--- src/verilog/ocd_pkg.sv ---
// Purpose: Shared constants for the oscillator select and clock divisor block.
// Assumes: Word-aligned APB byte addresses, 16-bit registers in the low half of each word.
// Notes:   Oscillator select codes follow the configuration encoding.
`default_nettype none

package ocd_pkg;

   // Register byte addresses
   localparam logic [11:0] ADDR_CTL  = 12'h000;
   localparam logic [11:0] ADDR_CFG  = 12'h004;
   localparam logic [11:0] ADDR_STAT = 12'h008;

   // clock_divisor_control fields
   localparam int CTL_ROI_BIT    = 15;
   localparam int CTL_DOZE_LSB   = 12;
   localparam int CTL_CLOCK_REDUCTION_ENABLE_BIT  = 11;
   localparam int CTL_FRCDIV_LSB = 8;
   localparam int CTL_PLLPOST_LSB = 6;
   localparam int CTL_PLLPRE_LSB = 0;

   // Configuration word fields
   localparam int CFG_OSC_LSB  = 0;
   localparam int CFG_PRI_LSB  = 4;
   localparam int CFG_SECOND_OSCILLATOR_PIN_BIT = 8;

   // Status word fields
   localparam int STAT_SRC_LSB   = 0;
   localparam int STAT_PLL_BIT   = 2;
   localparam int STAT_SECOND_OSCILLATOR_PIN_BIT  = 3;
   localparam int STAT_CLOCK_REDUCTION_ENABLE_BIT = 4;

   // Reset values
   localparam logic [15:0] CTL_RESET = 16'h3040;
   localparam logic [15:0] CFG_RESET = 16'h0137;

   // Oscillator select codes
   localparam logic [2:0] OSC_FRC       = 3'h0;
   localparam logic [2:0] OSC_FRC_PLL   = 3'h1;
   localparam logic [2:0] OSC_PRI       = 3'h2;
   localparam logic [2:0] OSC_PRI_PLL   = 3'h3;
   localparam logic [2:0] OSC_LOW_POWER_RC_OSCILLATOR      = 3'h5;
   localparam logic [2:0] OSC_FRC_DIV16 = 3'h6;
   localparam logic [2:0] OSC_FRC_DIVN  = 3'h7;

   // Primary mode codes
   localparam logic [1:0] PRI_EC = 2'h0;
   localparam logic [1:0] PRI_XT = 2'h1;
   localparam logic [1:0] PRI_HS = 2'h2;

   // Divider exponent and reserved PLL divider code
   localparam logic [3:0] FRC_DIV16_EXP = 4'h4;
   localparam logic [1:0] PLLPOST_RSVD  = 2'h2;

   typedef enum logic [1:0] {
      OCD_SRC_FRC,
      OCD_SRC_LOW_POWER_RC_OSCILLATOR,
      OCD_SRC_PRI
   } ocd_src_e;

endpackage : ocd_pkg

`default_nettype wire

--- src/verilog/ocd_pow2_div.sv ---
// Purpose: Divides a tick stream by two to the power of a code.
// Assumes: tick_in is a one-cycle strobe in the pclk domain.
// Notes:   Output is a registered one-cycle strobe, one cycle late.
`default_nettype none

module ocd_pow2_div (
   input  wire logic       pclk,
   input  wire logic       presetn,
   input  wire logic       pce,
   input  wire logic       tick_in,
   input  wire logic [3:0] exp_sel,
   output logic            tick_out
);

   typedef struct packed {
      logic [7:0] cnt;
      logic       out;
   } ocd_div_s;

   ocd_div_s   st_ff;
   ocd_div_s   nxt_st;
   logic [8:0] span;
   logic [7:0] mask;

   always_comb begin
      span = (9'h001 << exp_sel) - 9'h001;
      mask = span[7:0];
      nxt_st = st_ff;
      nxt_st.out = 1'b0;
      if (tick_in) begin
         // Compare, not equal: a shrinking code must not strand the count
         if (st_ff.cnt >= mask) begin
            nxt_st.cnt = 8'h00;
            nxt_st.out = 1'b1;
         end else begin
            nxt_st.cnt = st_ff.cnt + 8'h01;
         end
      end
   end

   always_ff @(posedge pclk or negedge presetn) begin
      if (!presetn) begin
         st_ff <= '0;
      end else if (pce) begin
         st_ff <= nxt_st;
      end
   end

   assign tick_out = st_ff.out;

endmodule : ocd_pow2_div

`default_nettype wire

--- src/verilog/ocd_clk_ctrl.sv ---
// Purpose: Oscillator selection and clock divisor control with an APB slave.
// Assumes: Clock sources arrive as one-cycle ticks in the pclk domain.
// Notes:   Configuration word stands in for non-volatile fuses.
// How it works
// - With recover flag set, any interrupt clears the reduction enable.
// - Reduction code divides instruction clock by two to the code; reset 011.
// - Enable set applies reduction ratio; enable clear forces one to one.
// - Reduction code writes are ignored while the enable is set.
// - Setting the enable is refused when the reduction code after the write is 000.
// - Fast RC postscaler divides fast RC by two to its code; code 111 divides by 256.
// - PLL output divider: 11 by 8, 01 by 4; 10 reserved.
// - Internal modes decode from select code; primary mode field ignored.
// - Select 011 uses primary through PLL, 010 directly; field picks kind.
// - Erased device starts in fast RC divide-by-N mode, code 111.
// - Internal and external-clock modes take pin two function from config.
//
// The register addresses and the APB interface to the registers were left to the implementer.
`default_nettype none

module ocd_clk_ctrl (
   input  wire logic        pclk,
   input  wire logic        presetn,
   input  wire logic        pce,
   input  wire logic        psel,
   input  wire logic        penable,
   input  wire logic        pwrite,
   input  wire logic [11:0] paddr,
   input  wire logic [31:0] pwdata,
   input  wire logic [3:0]  pstrb,
   output logic [31:0]      prdata,
   output logic             pready,
   output logic             pslverr,
   input  wire logic        irq_event,
   input  wire logic        frc_tick,
   input  wire logic        pll_vco_tick,
   input  wire logic        instr_tick,
   output logic [1:0]       sys_src_sel,
   output logic             pll_en,
   output logic [1:0]       primary_osc_mode_field,
   output logic             second_oscillator_pin_gpio_en,
   output logic             frc_post_tick,
   output logic             pll_out_tick,
   output logic             cpu_clk_en,
   output logic             periph_clk_en
);

   typedef struct packed {
      logic        interrupt_recover_flag;
      logic [2:0]  doze;
      logic        clock_reduction_enable;
      logic [2:0]  frcdiv;
      logic [1:0]  pllpost;
      logic [4:0]  pllpre;
      logic [2:0]  osc_sel;
      logic [1:0]  pri_mode;
      logic        second_oscillator_pin_fn;
      logic [31:0] rdata;
      logic        err;
   } ocd_ctl_s;

   ocd_ctl_s    st_ff;
   ocd_ctl_s    nxt_st;
   logic        setup;
   logic        access;
   logic        hit_ctl;
   logic        hit_cfg;
   logic        hit_stat;
   logic [31:0] ctl_word;
   logic [31:0] cfg_word;
   logic [31:0] stat_word;
   logic [31:0] wv;
   logic [2:0]  new_doze;
   logic [3:0]  frc_exp;
   logic [3:0]  pll_exp;
   logic [3:0]  doze_exp;
   logic        pin_fixed;

   // Byte-lane merge for partial writes
   function automatic logic [31:0] lane_merge(input logic [31:0] old,
                                              input logic [31:0] wd,
                                              input logic [3:0]  strb);
      logic [31:0] r;
      r = old;
      for (int i = 0; i < 4; i++) begin
         if (strb[i]) begin
            r[i*8 +: 8] = wd[i*8 +: 8];
         end
      end
      return r;
   endfunction

   // Postscaler skips 128: code 111 jumps straight to 256
   function automatic logic [3:0] frc_post_exp(input logic [2:0] code);
      logic [3:0] e;
      e = {1'b0, code};
      if (code == 3'h7) begin
         e = 4'h8;
      end
      return e;
   endfunction

   // 00 by 2, 01 by 4, 11 by 8
   function automatic logic [3:0] pll_post_exp(input logic [1:0] code);
      logic [3:0] e;
      e = 4'h1;
      unique case (code)
         2'h0:    e = 4'h1;
         2'h1:    e = 4'h2;
         2'h3:    e = 4'h3;
         default: e = 4'h2;
      endcase
      return e;
   endfunction

   assign setup    = psel & ~penable;
   assign access   = psel & penable;
   assign hit_ctl  = (paddr == ocd_pkg::ADDR_CTL);
   assign hit_cfg  = (paddr == ocd_pkg::ADDR_CFG);
   assign hit_stat = (paddr == ocd_pkg::ADDR_STAT);

   always_comb begin
      ctl_word = 32'h0000_0000;
      ctl_word[ocd_pkg::CTL_ROI_BIT] = st_ff.interrupt_recover_flag;
      ctl_word[ocd_pkg::CTL_DOZE_LSB +: 3] = st_ff.doze;
      ctl_word[ocd_pkg::CTL_CLOCK_REDUCTION_ENABLE_BIT] = st_ff.clock_reduction_enable;
      ctl_word[ocd_pkg::CTL_FRCDIV_LSB +: 3] = st_ff.frcdiv;
      ctl_word[ocd_pkg::CTL_PLLPOST_LSB +: 2] = st_ff.pllpost;
      ctl_word[ocd_pkg::CTL_PLLPRE_LSB +: 5] = st_ff.pllpre;
      cfg_word = 32'h0000_0000;
      cfg_word[ocd_pkg::CFG_OSC_LSB +: 3] = st_ff.osc_sel;
      cfg_word[ocd_pkg::CFG_PRI_LSB +: 2] = st_ff.pri_mode;
      cfg_word[ocd_pkg::CFG_SECOND_OSCILLATOR_PIN_BIT] = st_ff.second_oscillator_pin_fn;
      stat_word = 32'h0000_0000;
      stat_word[ocd_pkg::STAT_SRC_LSB +: 2] = sys_src_sel;
      stat_word[ocd_pkg::STAT_PLL_BIT] = pll_en;
      stat_word[ocd_pkg::STAT_SECOND_OSCILLATOR_PIN_BIT] = second_oscillator_pin_gpio_en;
      stat_word[ocd_pkg::STAT_CLOCK_REDUCTION_ENABLE_BIT] = st_ff.clock_reduction_enable;
   end

   // Source decode from the configuration select code
   always_comb begin
      sys_src_sel = ocd_pkg::OCD_SRC_FRC;
      pll_en      = 1'b0;
      pin_fixed   = 1'b0;
      frc_exp     = 4'h0;
      unique case (st_ff.osc_sel)
         ocd_pkg::OSC_FRC_DIVN: begin
            frc_exp = frc_post_exp(st_ff.frcdiv);
         end
         ocd_pkg::OSC_FRC_DIV16: begin
            frc_exp = ocd_pkg::FRC_DIV16_EXP;
         end
         ocd_pkg::OSC_LOW_POWER_RC_OSCILLATOR: begin
            sys_src_sel = ocd_pkg::OCD_SRC_LOW_POWER_RC_OSCILLATOR;
         end
         ocd_pkg::OSC_PRI_PLL: begin
            sys_src_sel = ocd_pkg::OCD_SRC_PRI;
            pll_en      = 1'b1;
            pin_fixed   = (st_ff.pri_mode != ocd_pkg::PRI_EC);
         end
         ocd_pkg::OSC_PRI: begin
            sys_src_sel = ocd_pkg::OCD_SRC_PRI;
            pin_fixed   = (st_ff.pri_mode != ocd_pkg::PRI_EC);
         end
         ocd_pkg::OSC_FRC_PLL: begin
            pll_en  = 1'b1;
            frc_exp = frc_post_exp(st_ff.frcdiv);
         end
         ocd_pkg::OSC_FRC: begin
            frc_exp = 4'h0;
         end
         default: begin
            frc_exp = 4'h0;
         end
      endcase
   end

   // Primary modes other than EC own the second pin; others follow the config bit
   assign second_oscillator_pin_gpio_en = ~pin_fixed & st_ff.second_oscillator_pin_fn;
   assign primary_osc_mode_field = st_ff.pri_mode;

   assign pll_exp  = pll_post_exp(st_ff.pllpost);
   assign doze_exp = st_ff.clock_reduction_enable ? {1'b0, st_ff.doze} : 4'h0;

   always_comb begin
      nxt_st   = st_ff;
      wv       = lane_merge(ctl_word, pwdata, pstrb);
      new_doze = st_ff.clock_reduction_enable ? st_ff.doze : wv[ocd_pkg::CTL_DOZE_LSB +: 3];
      if (setup) begin
         nxt_st.err   = ~(hit_ctl | hit_cfg | (hit_stat & ~pwrite));
         nxt_st.rdata = 32'h0000_0000;
         if (!pwrite && hit_ctl) begin
            nxt_st.rdata = ctl_word;
         end else if (!pwrite && hit_cfg) begin
            nxt_st.rdata = cfg_word;
         end else if (!pwrite && hit_stat) begin
            nxt_st.rdata = stat_word;
         end
      end
      if (access && pwrite && hit_ctl) begin
         nxt_st.interrupt_recover_flag    = wv[ocd_pkg::CTL_ROI_BIT];
         nxt_st.doze   = new_doze;
         // Refused when the code after this write is zero
         nxt_st.clock_reduction_enable  = wv[ocd_pkg::CTL_CLOCK_REDUCTION_ENABLE_BIT] & (new_doze != 3'h0);
         nxt_st.frcdiv = wv[ocd_pkg::CTL_FRCDIV_LSB +: 3];
         nxt_st.pllpre = wv[ocd_pkg::CTL_PLLPRE_LSB +: 5];
         // Reserved divider code is dropped, old value kept
         if (wv[ocd_pkg::CTL_PLLPOST_LSB +: 2] != ocd_pkg::PLLPOST_RSVD) begin
            nxt_st.pllpost = wv[ocd_pkg::CTL_PLLPOST_LSB +: 2];
         end
      end
      if (access && pwrite && hit_cfg) begin
         wv = lane_merge(cfg_word, pwdata, pstrb);
         nxt_st.osc_sel  = wv[ocd_pkg::CFG_OSC_LSB +: 3];
         nxt_st.pri_mode = wv[ocd_pkg::CFG_PRI_LSB +: 2];
         nxt_st.second_oscillator_pin_fn  = wv[ocd_pkg::CFG_SECOND_OSCILLATOR_PIN_BIT];
      end
      // Hardware clear beats a same-cycle software set
      if (irq_event && st_ff.interrupt_recover_flag) begin
         nxt_st.clock_reduction_enable = 1'b0;
      end
   end

   always_ff @(posedge pclk or negedge presetn) begin
      if (!presetn) begin
         st_ff          <= '0;
         st_ff.interrupt_recover_flag      <= ocd_pkg::CTL_RESET[ocd_pkg::CTL_ROI_BIT];
         st_ff.doze     <= ocd_pkg::CTL_RESET[ocd_pkg::CTL_DOZE_LSB +: 3];
         st_ff.clock_reduction_enable    <= ocd_pkg::CTL_RESET[ocd_pkg::CTL_CLOCK_REDUCTION_ENABLE_BIT];
         st_ff.frcdiv   <= ocd_pkg::CTL_RESET[ocd_pkg::CTL_FRCDIV_LSB +: 3];
         st_ff.pllpost  <= ocd_pkg::CTL_RESET[ocd_pkg::CTL_PLLPOST_LSB +: 2];
         st_ff.pllpre   <= ocd_pkg::CTL_RESET[ocd_pkg::CTL_PLLPRE_LSB +: 5];
         st_ff.osc_sel  <= ocd_pkg::CFG_RESET[ocd_pkg::CFG_OSC_LSB +: 3];
         st_ff.pri_mode <= ocd_pkg::CFG_RESET[ocd_pkg::CFG_PRI_LSB +: 2];
         st_ff.second_oscillator_pin_fn  <= ocd_pkg::CFG_RESET[ocd_pkg::CFG_SECOND_OSCILLATOR_PIN_BIT];
      end else if (pce) begin
         st_ff <= nxt_st;
      end
   end

   // Zero wait states; a frozen block holds the bus off
   assign pready  = access & pce;
   assign prdata  = st_ff.rdata;
   assign pslverr = pready & st_ff.err;
   assign periph_clk_en = instr_tick;

   ocd_pow2_div u_frc_div (
      .pclk     (pclk),
      .presetn  (presetn),
      .pce      (pce),
      .tick_in  (frc_tick),
      .exp_sel  (frc_exp),
      .tick_out (frc_post_tick)
   );

   ocd_pow2_div u_pll_div (
      .pclk     (pclk),
      .presetn  (presetn),
      .pce      (pce),
      .tick_in  (pll_vco_tick),
      .exp_sel  (pll_exp),
      .tick_out (pll_out_tick)
   );

   ocd_pow2_div u_doze_div (
      .pclk     (pclk),
      .presetn  (presetn),
      .pce      (pce),
      .tick_in  (instr_tick),
      .exp_sel  (doze_exp),
      .tick_out (cpu_clk_en)
   );

   logic ctl_wr;
   assign ctl_wr = access & pwrite & hit_ctl & pce;
endmodule : ocd_clk_ctrl

`default_nettype wire

--- config.mk ---
export PLATFORM = sky130hd
export DESIGN_NAME = ocd_clk_ctrl
export DESIGN_NICKNAME = d
export VERILOG_FILES = /design/src/verilog/ocd_pkg.sv /design/src/verilog/ocd_pow2_div.sv /design/src/verilog/ocd_clk_ctrl.sv
export SDC_FILE = /design/constraint.sdc
export NUM_CORES = 1
export LEC_CHECK = 0
export BUFFER_PORTS_ARGS = -buffer_cell sky130_fd_sc_hd__buf_4
export CAP_MARGIN = 20
export CELL_PAD_IN_SITES_DETAIL_PLACEMENT = 0
export CELL_PAD_IN_SITES_GLOBAL_PLACEMENT = 1
export CORE_MARGIN = 2
export CORE_UTILIZATION = 44
export CTS_CLUSTER_SIZE = 16
export DETAILED_ROUTE_END_ITERATION = 16
export PLACE_DENSITY_LB_ADDON = 0.08
export SLEW_MARGIN = 20
export SYNTH_ARGS = -nofsm -noshare
export SYNTH_HDL_FRONTEND = slang
export SYNTH_SLANG_ARGS = --single-unit
--- constraint.sdc ---
create_clock -name pclk -period 5.85 [get_ports pclk]
set_input_delay 1.17 -clock pclk [delete_from_list [all_inputs] [get_ports pclk]]
set_output_delay 1.17 -clock pclk [all_outputs]
set_load 0.005 [all_outputs]
==> results of run 1 <==
[registers in the layout (all words and copies together), names as in the netlist]
name                    count
u_doze_div.tick_out         1
u_doze_div.st_ff            8
u_frc_div.st_ff             8
u_pll_div.st_ff             8
prdata                     16
u_pll_div.tick_out          1
cfg_word                    4
st_ff                       1
u_frc_div.tick_out          1
ctl_word                   15
primary_osc_mode_field      2
[worst max-delay path: stages, from the launching register on]
cell	delay [ps]
dfstp_2	610
nand2b_1	190
nand3_1	190
o21ai_0	350
ha_1	350
nor2_1	80
a21oi_1	110
o21ai_0	110
ha_1	220
nor4_1	220
o21ai_1	140
a31oi_2	440
nand3_1	290
o311ai_0	380
[layout make-up]
class                      count  share of cell area [%]
inverter                      19                    1.56
clock buffer                  10                    2.80
timing repair buffer          67                    11.0
sequential                    65                    35.9
tap                          108                    2.96
multi-input combinational    290                    44.5
clock inverter                 6                    1.32
[synthesized netlist by cell type (2+ instances only)]
| master | instances | area [um2] |
|---|---|---|
| dfrtp_1 | 56 | 1400 |
| buf_4 | 35 | 263 |
| nand2_1 | 31 | 116 |
| ha_1 | 27 | 338 |
| o21ai_0 | 24 | 120 |
| nand3_1 | 22 | 110 |
| nor2_1 | 22 | 82.6 |
| inv_1 | 19 | 71.3 |
| a22o_1 | 13 | 114 |
| clkbuf_1 | 11 | 41.3 |
| mux2_1 | 10 | 113 |
| nand2b_1 | 10 | 62.6 |
| a21oi_1 | 9 | 45.0 |
| dfstp_2 | 9 | 236 |
| nor3_1 | 9 | 45.0 |
| and3_1 | 8 | 50.1 |
| mux2_2 | 8 | 90.1 |
| nand4_1 | 7 | 43.8 |
| a21o_1 | 5 | 37.5 |
| buf_2 | 5 | 25.0 |
| xor2_1 | 5 | 43.8 |
| mux2i_1 | 4 | 40.0 |
| o31ai_1 | 4 | 30.0 |
| a311oi_1 | 3 | 26.3 |
| a31oi_1 | 3 | 18.8 |
| and2_1 | 3 | 18.8 |
| o22ai_1 | 3 | 18.8 |
| or3_1 | 3 | 18.8 |
| a22oi_1 | 2 | 15.0 |
| a31oi_2 | 2 | 25.0 |
| buf_1 | 2 | 7.51 |
| conb_1 | 2 | 7.51 |
| nor4_1 | 2 | 12.5 |
| o211ai_1 | 2 | 15.0 |
| o21a_1 | 2 | 15.0 |
| o21ai_1 | 2 | 10.0 |
| o311ai_0 | 2 | 17.5 |
| o311ai_1 | 2 | 17.5 |
[worst min-delay path by stage]
stage | start | end | slack (ps) | cells after the start
floorplan | st_ff[0]$_DFFE_PN0P_ | st_ff[0]$_DFFE_PN0P_ | 440 | 2
global placement | st_ff[0]$_DFFE_PN0P_ | st_ff[0]$_DFFE_PN0P_ | 460 | 2
detailed placement | prdata[8]$_DFFE_PN0P_ | prdata[8]$_DFFE_PN0P_ | 470 | 2
CTS | prdata[8]$_DFFE_PN0P_ | prdata[8]$_DFFE_PN0P_ | 490 | 2
global route | u_doze_div.tick_out$_DFFE_PN0P_ | u_doze_div.tick_out$_DFFE_PN0P_ | 510 | 1
finish | prdata[8]$_DFFE_PN0P_ | prdata[8]$_DFFE_PN0P_ | 480 | 2
[per-stage QoR]
step | setup slack (ps) | utilization (%) | cell area [um2] | hold slack (ps)
after global placement | 2180 | 49.7 | 4380 | 457
final | 2060 | 51.8 | 4570 | 482
after global routing | 1610 | 51.8 | 4570 | 506
after CTS | 2040 | 51.8 | 4570 | 486
after detailed placement | 2090 | 49.7 | 4380 | 470
after floorplan | 2620 | - | 4080 | 442
[logic make-up after synthesis]
family / Yosys count / synth area share (%)
AO/OA/AOI/OAI: 87 / 15.2
XOR/XNOR: 6 / 1.31
adder cells (fa/ha/maj): 27 / 8.40
buffers and inverters: 72 / 10.1
flip-flops: 65 / 40.7
multiplexers: 22 / 6.04
other: 2 / 0.187
AND/OR/NAND/NOR: 131 / 18.0
[power groups by stage]
stage / Combinational (mW) / Clock [mW] / Sequential [mW]
detailed placement: 0.263 / 0 / 0.566
global placement: 0.257 / 0 / 0.566
floorplan: 0.188 / 0 / 0.549
CTS: 0.266 / 0.385 / 0.558
global route: 0.311 / 0.408 / 0.569
finish: 0.263 / 0.375 / 0.558
[metal layers]
| layer | GRT usage [%] | routed length (um) | part of all wire [%] |
|---|---|---|---|
| met1 | 27.5 | 4510 | 51 |
| met2 | 27.7 | 3890 | 44 |
| met3 | 3.72 | 361 | 4.1 |
| met4 | 5.80 | 18 | 0.21 |
| met5 | 0 | 0 | 0 |
==> summary.txt, run 1 <==
Status: complete, no violations
# Post-CTS Setup Buffers: 0
HPWL Detailed: 6330 um
# clock sinks: 65
Max-slew headroom: 41.1%
Number of antenna violations at the first check in global routing: 0
Share of cells above drive strength 1: 23.6%
Die ar.: 0.00992 mm2
Tcrit/Tclk final: 64.8%
PwrDens: 262 mW/mm2
Commonest non-fill, non-tap cells in the layout: 67 x buf_4, 56 x dfrtp_1, 31 x nand2_1, 27 x ha_1, 24 x o21ai_0
Synth warn: 0
CTS H-Tree Depth: 3
Reg2reg end: u_frc_div.st_ff[8]$_DFFE_PN0P_
RSZ-0062 raised after global routing: false
Main flop type after synthesis: dfrtp_1
Asr flop ratio synth: 100%
CTS hold repair buffers: 0
Wire per inst: 15.5 um
Io pins: 102
Sequential area share after synthesis: 40.7%
Max Slew Vio Count: 0
Root buf cell: clkbuf_8
Leakage: 2.19 nW
Sequential power share: 46.7%
Tightest Hold Check Type: flop to flop
Data arrival time of the worst path: 4010 ps
Final setup viols: 0
Psw: 0.387 mW
Die Ht: 99.6 um
I/O Buffers: 67
Worst Setup SP: cfg_word[2]$_DFFE_PN1P_
Initial Utilization: 45.7%
Iteration-0 DRC Markers: 69
Crit path time final: 3790 ps
R2r startpoint: cfg_word[2]$_DFFE_PN1P_
Worst endpoint required time: 6070 ps
Non-Filler Instances: 565
Peak Freq: 264 MHz
Total track usage: 18.7%
Worst Setup Start Kind: flop
Reg2reg setup slack: 2060 ps
Distinct cell type count of the synthesized netlist: 62
#FFs+latches synth: 65
Core area: 0.00881 mm2
Max IR drop VDD: 0.000148 V
Post-Syn Instances: 412
Clk pwr share: 31.3%
Crit path capture type: flop
Cells after DPL: 549
Commonest non-fill, non-tap cell in the layout: buf_4
Syn-to-layout area delta: 13.6%
Kind of critical path: flop to flop
Routability Congestion: 0.770
Register clock-pin slew on the reported worst setup and hold paths: 80 ps
Measured slew at the worst slew-check pin: 880 ps
CTS tree: done
Sw Ratio: 32.3%
Nets@finish: 537
Residual DRC: 0
Max-cap viol count: 0
Synthesized cell area: 0.00402 mm2
WL final: 8780 um
Die W: 99.6 um
Post-route ant nets: 0
Fin. Hold Viols: 0
Number of flops mapped to enable cells by yosys: 0
Vias/cell: 5.47
Combinational Power Share: 22.0%
FF+latch area: 0.00164 mm2
Overall Power: 1.20 mW
CTS Buf Count: 9
Largest net degree at the start of global routing: 66
Clock Latency Late Sink: 340 ps
Clock Path Buffers: 2
Gr ovfl total: 0
Worst R2R Path Depth: 13
Footprint of the multi-input gates: 0.00203 mm2
Internal power component: 0.810 mW
Num rows: 34
Vias in the first global route: 2952
DR pass1 iterations: 4
Setup_tns: 0 ps
Avg Cell Area, Syn: 9.76 um2
Via Count: 3089
# diodes: 0
Crit path capture: u_frc_div.st_ff[8]$_DFFE_PN0P_
Clock skew after layout: 15.3 ps
Resized cells post-CTS: 0
Max FO, Critical Path: 9
First-pass GRT wire length: 14800 um
Fillers: 842
No activity file was read; power rests on OpenSTA's default activity.
==> inputs of run 2 (changes only) <==
--- a/config.mk
+++ b/config.mk
@@ -5,12 +5,13 @@
 export SDC_FILE = /design/constraint.sdc
 export NUM_CORES = 1
 export LEC_CHECK = 0
+export ABC_AREA = 1
 export BUFFER_PORTS_ARGS = -buffer_cell sky130_fd_sc_hd__buf_4
 export CAP_MARGIN = 20
 export CELL_PAD_IN_SITES_DETAIL_PLACEMENT = 0
 export CELL_PAD_IN_SITES_GLOBAL_PLACEMENT = 1
 export CORE_MARGIN = 2
-export CORE_UTILIZATION = 44
+export CORE_UTILIZATION = 39
 export CTS_CLUSTER_SIZE = 16
 export DETAILED_ROUTE_END_ITERATION = 16
 export PLACE_DENSITY_LB_ADDON = 0.08
==> constraint.sdc (replaced) <==
create_clock -name pclk -period 3.81 [get_ports pclk]
set_input_delay 0.762 -clock pclk [delete_from_list [all_inputs] [get_ports pclk]]
set_output_delay 0.762 -clock pclk [all_outputs]
set_load 0.005 [all_outputs]
==> summary.txt, run 2 <==
Status: complete, no violations
CTS Buf Count: 9
Worst endpoint required time: 4020 ps
Register clock-pin slew on the reported worst setup and hold paths: 80 ps
Die W: 108 um
Kind of critical path: flop to flop
Post-route ant nets: 0
Most common cell in the netlist: nand2_1
CTS hold repair buffers: 0
Peak Freq: 318 MHz
PwrDens: 336 mW/mm2
Worst R2R Path Depth: 18
CTS H-Tree Depth: 3
Crit path capture: u_frc_div.st_ff[2]$_DFFE_PN0P_
Fin util: 46.6%
Clock Path Buffers: 2
CTS tree: done
DR pass1 iterations: 4
HP Start: u_pll_div.tick_out$_DFFE_PN0P_
Gr ovfl total: 0
WL final: 9920 um
Asr flop ratio synth: 100%
Synth Area in Adders: 8.07%
Wire per inst: 13.3 um
Synth cell count leaders: 155 x nand2_1, 65 x inv_1, 56 x dfrtp_1
Root buf cell: clkbuf_8
Leakage: 2.54 nW
Max IR drop VDD: 0.000175 V
Clock Latency Late Sink: 350 ps
Area leader, netlist: dfrtp_1
Clock skew after layout: 10.0 ps
# diodes: 0
Max-slew headroom: 44.0%
#FFs+latches synth: 65
Main flop type after synthesis: dfrtp_1
Tightest Hold Check Type: flop to flop
Die Ht: 108 um
# Post-CTS Setup Buffers: 0
Max Slew Vio Count: 0
HPWL Detailed: 7590 um
Synthesized cell area: 0.00419 mm2
Reg2reg end: u_frc_div.st_ff[2]$_DFFE_PN0P_
Synth Area in XOR/XNOR: 2.30%
Crit path capture type: flop
Largest register FFs: 16
Data arrival time of the worst path: 3360 ps
# clock sinks: 65
Io pins: 102
Worst Setup SP: cfg_word[2]$_DFFE_PN1P_
Via Count: 3595
Routability Congestion: 0.797
RSZ-0062 raised after global routing: false
Syn-to-layout area delta: 15.5%
Core area: 0.0104 mm2
Commonest non-fill, non-tap cell in the layout: nand2_1
Fillers: 1042
Avg Cell Area, Syn: 7.58 um2
Cells after DPL: 730
Total track usage: 18.1%
Synth warn: 0
Number of antenna violations at the first check in global routing: 0
Simple-Gate Fraction of Synth Area: 29.2%
Max-cap viol count: 0
Residual DRC: 0
Tcrit/Tclk final: 82.6%
Reg2reg setup slack: 660 ps
Post-Syn Instances: 552
Worst Setup Start Kind: flop
Vias in the first global route: 3435
R2r startpoint: cfg_word[2]$_DFFE_PN1P_
Die ar.: 0.0116 mm2
Share of cells above drive strength 1: 17.9%
Resized cells post-CTS: 0
Final setup viols: 0
Setup_tns: 0 ps
Mux contribution to synthesized area: 0%
Distinct cell type count of the synthesized netlist: 36
Synth Area in Compound Gates: 7.98%
Non-Filler Instances: 746
Fin. Hold Viols: 0
Vias/cell: 4.82
Largest net degree at the start of global routing: 66
Num rows: 37
Nets@finish: 690
I/O Buffers: 67
Sequential area share after synthesis: 39.1%
Largest family of logic cells by synthesized area: simple AND/OR/NAND/NOR gates
Max FO, Critical Path: 9
Commonest non-fill, non-tap cells in the layout: 155 x nand2_1, 68 x buf_4, 65 x inv_1, 56 x dfrtp_1, 44 x nor2_1
Number of flops mapped to enable cells by yosys: 0
Synth top area share: 33.5%
Initial Utilization: 40.4%
Area contributors post-synth: dfrtp_1 33%, nand2_1 14%, ha_1 8.1%
First-pass GRT wire length: 16500 um
Overall Power: 1.62 mW
Measured slew at the worst slew-check pin: 839 ps
Crit path time final: 3150 ps
Iteration-0 DRC Markers: 177
-- run 2: cell count changes in the layout (fill, tap and decap cells not counted), moves of 6 or more --
| cell | previous run | this run |
|---|---|---|
| nor2_1 | 22 | 44 |
| nand4_1 | 7 | 22 |
| nand3_1 | 22 | 40 |
| inv_1 | 19 | 65 |
| mux2_1 | 10 | 0 |
| and3_1 | 8 | 0 |
| mux2_2 | 8 | 0 |
| nand2b_1 | 10 | 0 |
| a22o_1 | 13 | 0 |
| a21oi_1 | 9 | 15 |
| nand2_1 | 31 | 155 |
-- run 2: routing by layer --
| layer | vias to the layer above | wire length, um | track usage (%) |
|---|---|---|---|
| met5 | - | 0 | 0 |
| met4 | 0 | 81 | 4.30 |
| met1 | 1670 | 4830 | 25.2 |
| li1 | 1839 | - | - |
| met2 | 78 | 4580 | 29.0 |
| met3 | 8 | 436 | 3.69 |
-- run 2: how the worst min path moves through the flow --
stage,cells past startpoint,to,slack [ps]
global placement,2,u_frc_div.tick_out$_DFFE_PN0P_,470
finish,2,u_pll_div.tick_out$_DFFE_PN0P_,480
CTS,2,u_pll_div.tick_out$_DFFE_PN0P_,490
detailed placement,2,u_pll_div.tick_out$_DFFE_PN0P_,470
floorplan,2,ctl_word[0]$_DFFE_PN0P_,450
global route,2,u_pll_div.tick_out$_DFFE_PN0P_,510
-- run 2: cells by family after synthesis --
kind of cell / after synthesis
DFF: 65
other: 2
buffers and inverters: 110
AOI/OAI and AO/OA: 57
adders and majority gates: 27
xor gates and xnor gates: 11
and+or+nand+nor: 280
-- run 2: through the flow --
step | hold WS (ps) | instance area (um2) | setup slack (ps)
floorplan | 449 | 4240 | 1210
global placement | 465 | 4630 | 757
detailed placement | 469 | 4630 | 668
CTS | 489 | 4840 | 649
global route | 506 | 4840 | 345
finish | 483 | 4840 | 663
-- run 2: cell type report --
cell class              count  area (um2)  area share (%)
clock buffers               9         124            2.56
clock inverters             7        78.8            1.63
inverters                  69         260            5.38
multi-input cells         392        2060            42.5
flip-flops and latches     65        1640            33.9
well taps                 136         170            3.52
repair buffers             68         510            10.6
-- run 2: worst max-delay path, stage by stage, from the launching register on --
cell     delay, ps
dfstp_2        580
inv_2           60
nand3_1         70
nand2_1        170
a21oi_2        250
nand2_1        110
inv_1           90
nand2_1         80
ha_1           250
inv_1           80
nand4_1         90
nand2_1         70
inv_1           40
ha_1           260
nand2_1         60
nor2_1         160
nand4_1        100
nand3_1        340
o21ai_0        150
-- run 2: power breakdown --
| part | switching (mW) | internal (mW) |
|---|---|---|
| sequential | 0.0372 | 0.731 |
| clock | 0.303 | 0.308 |
| combinational | 0.140 | 0.105 |
| total | 0.480 | 1.14 |
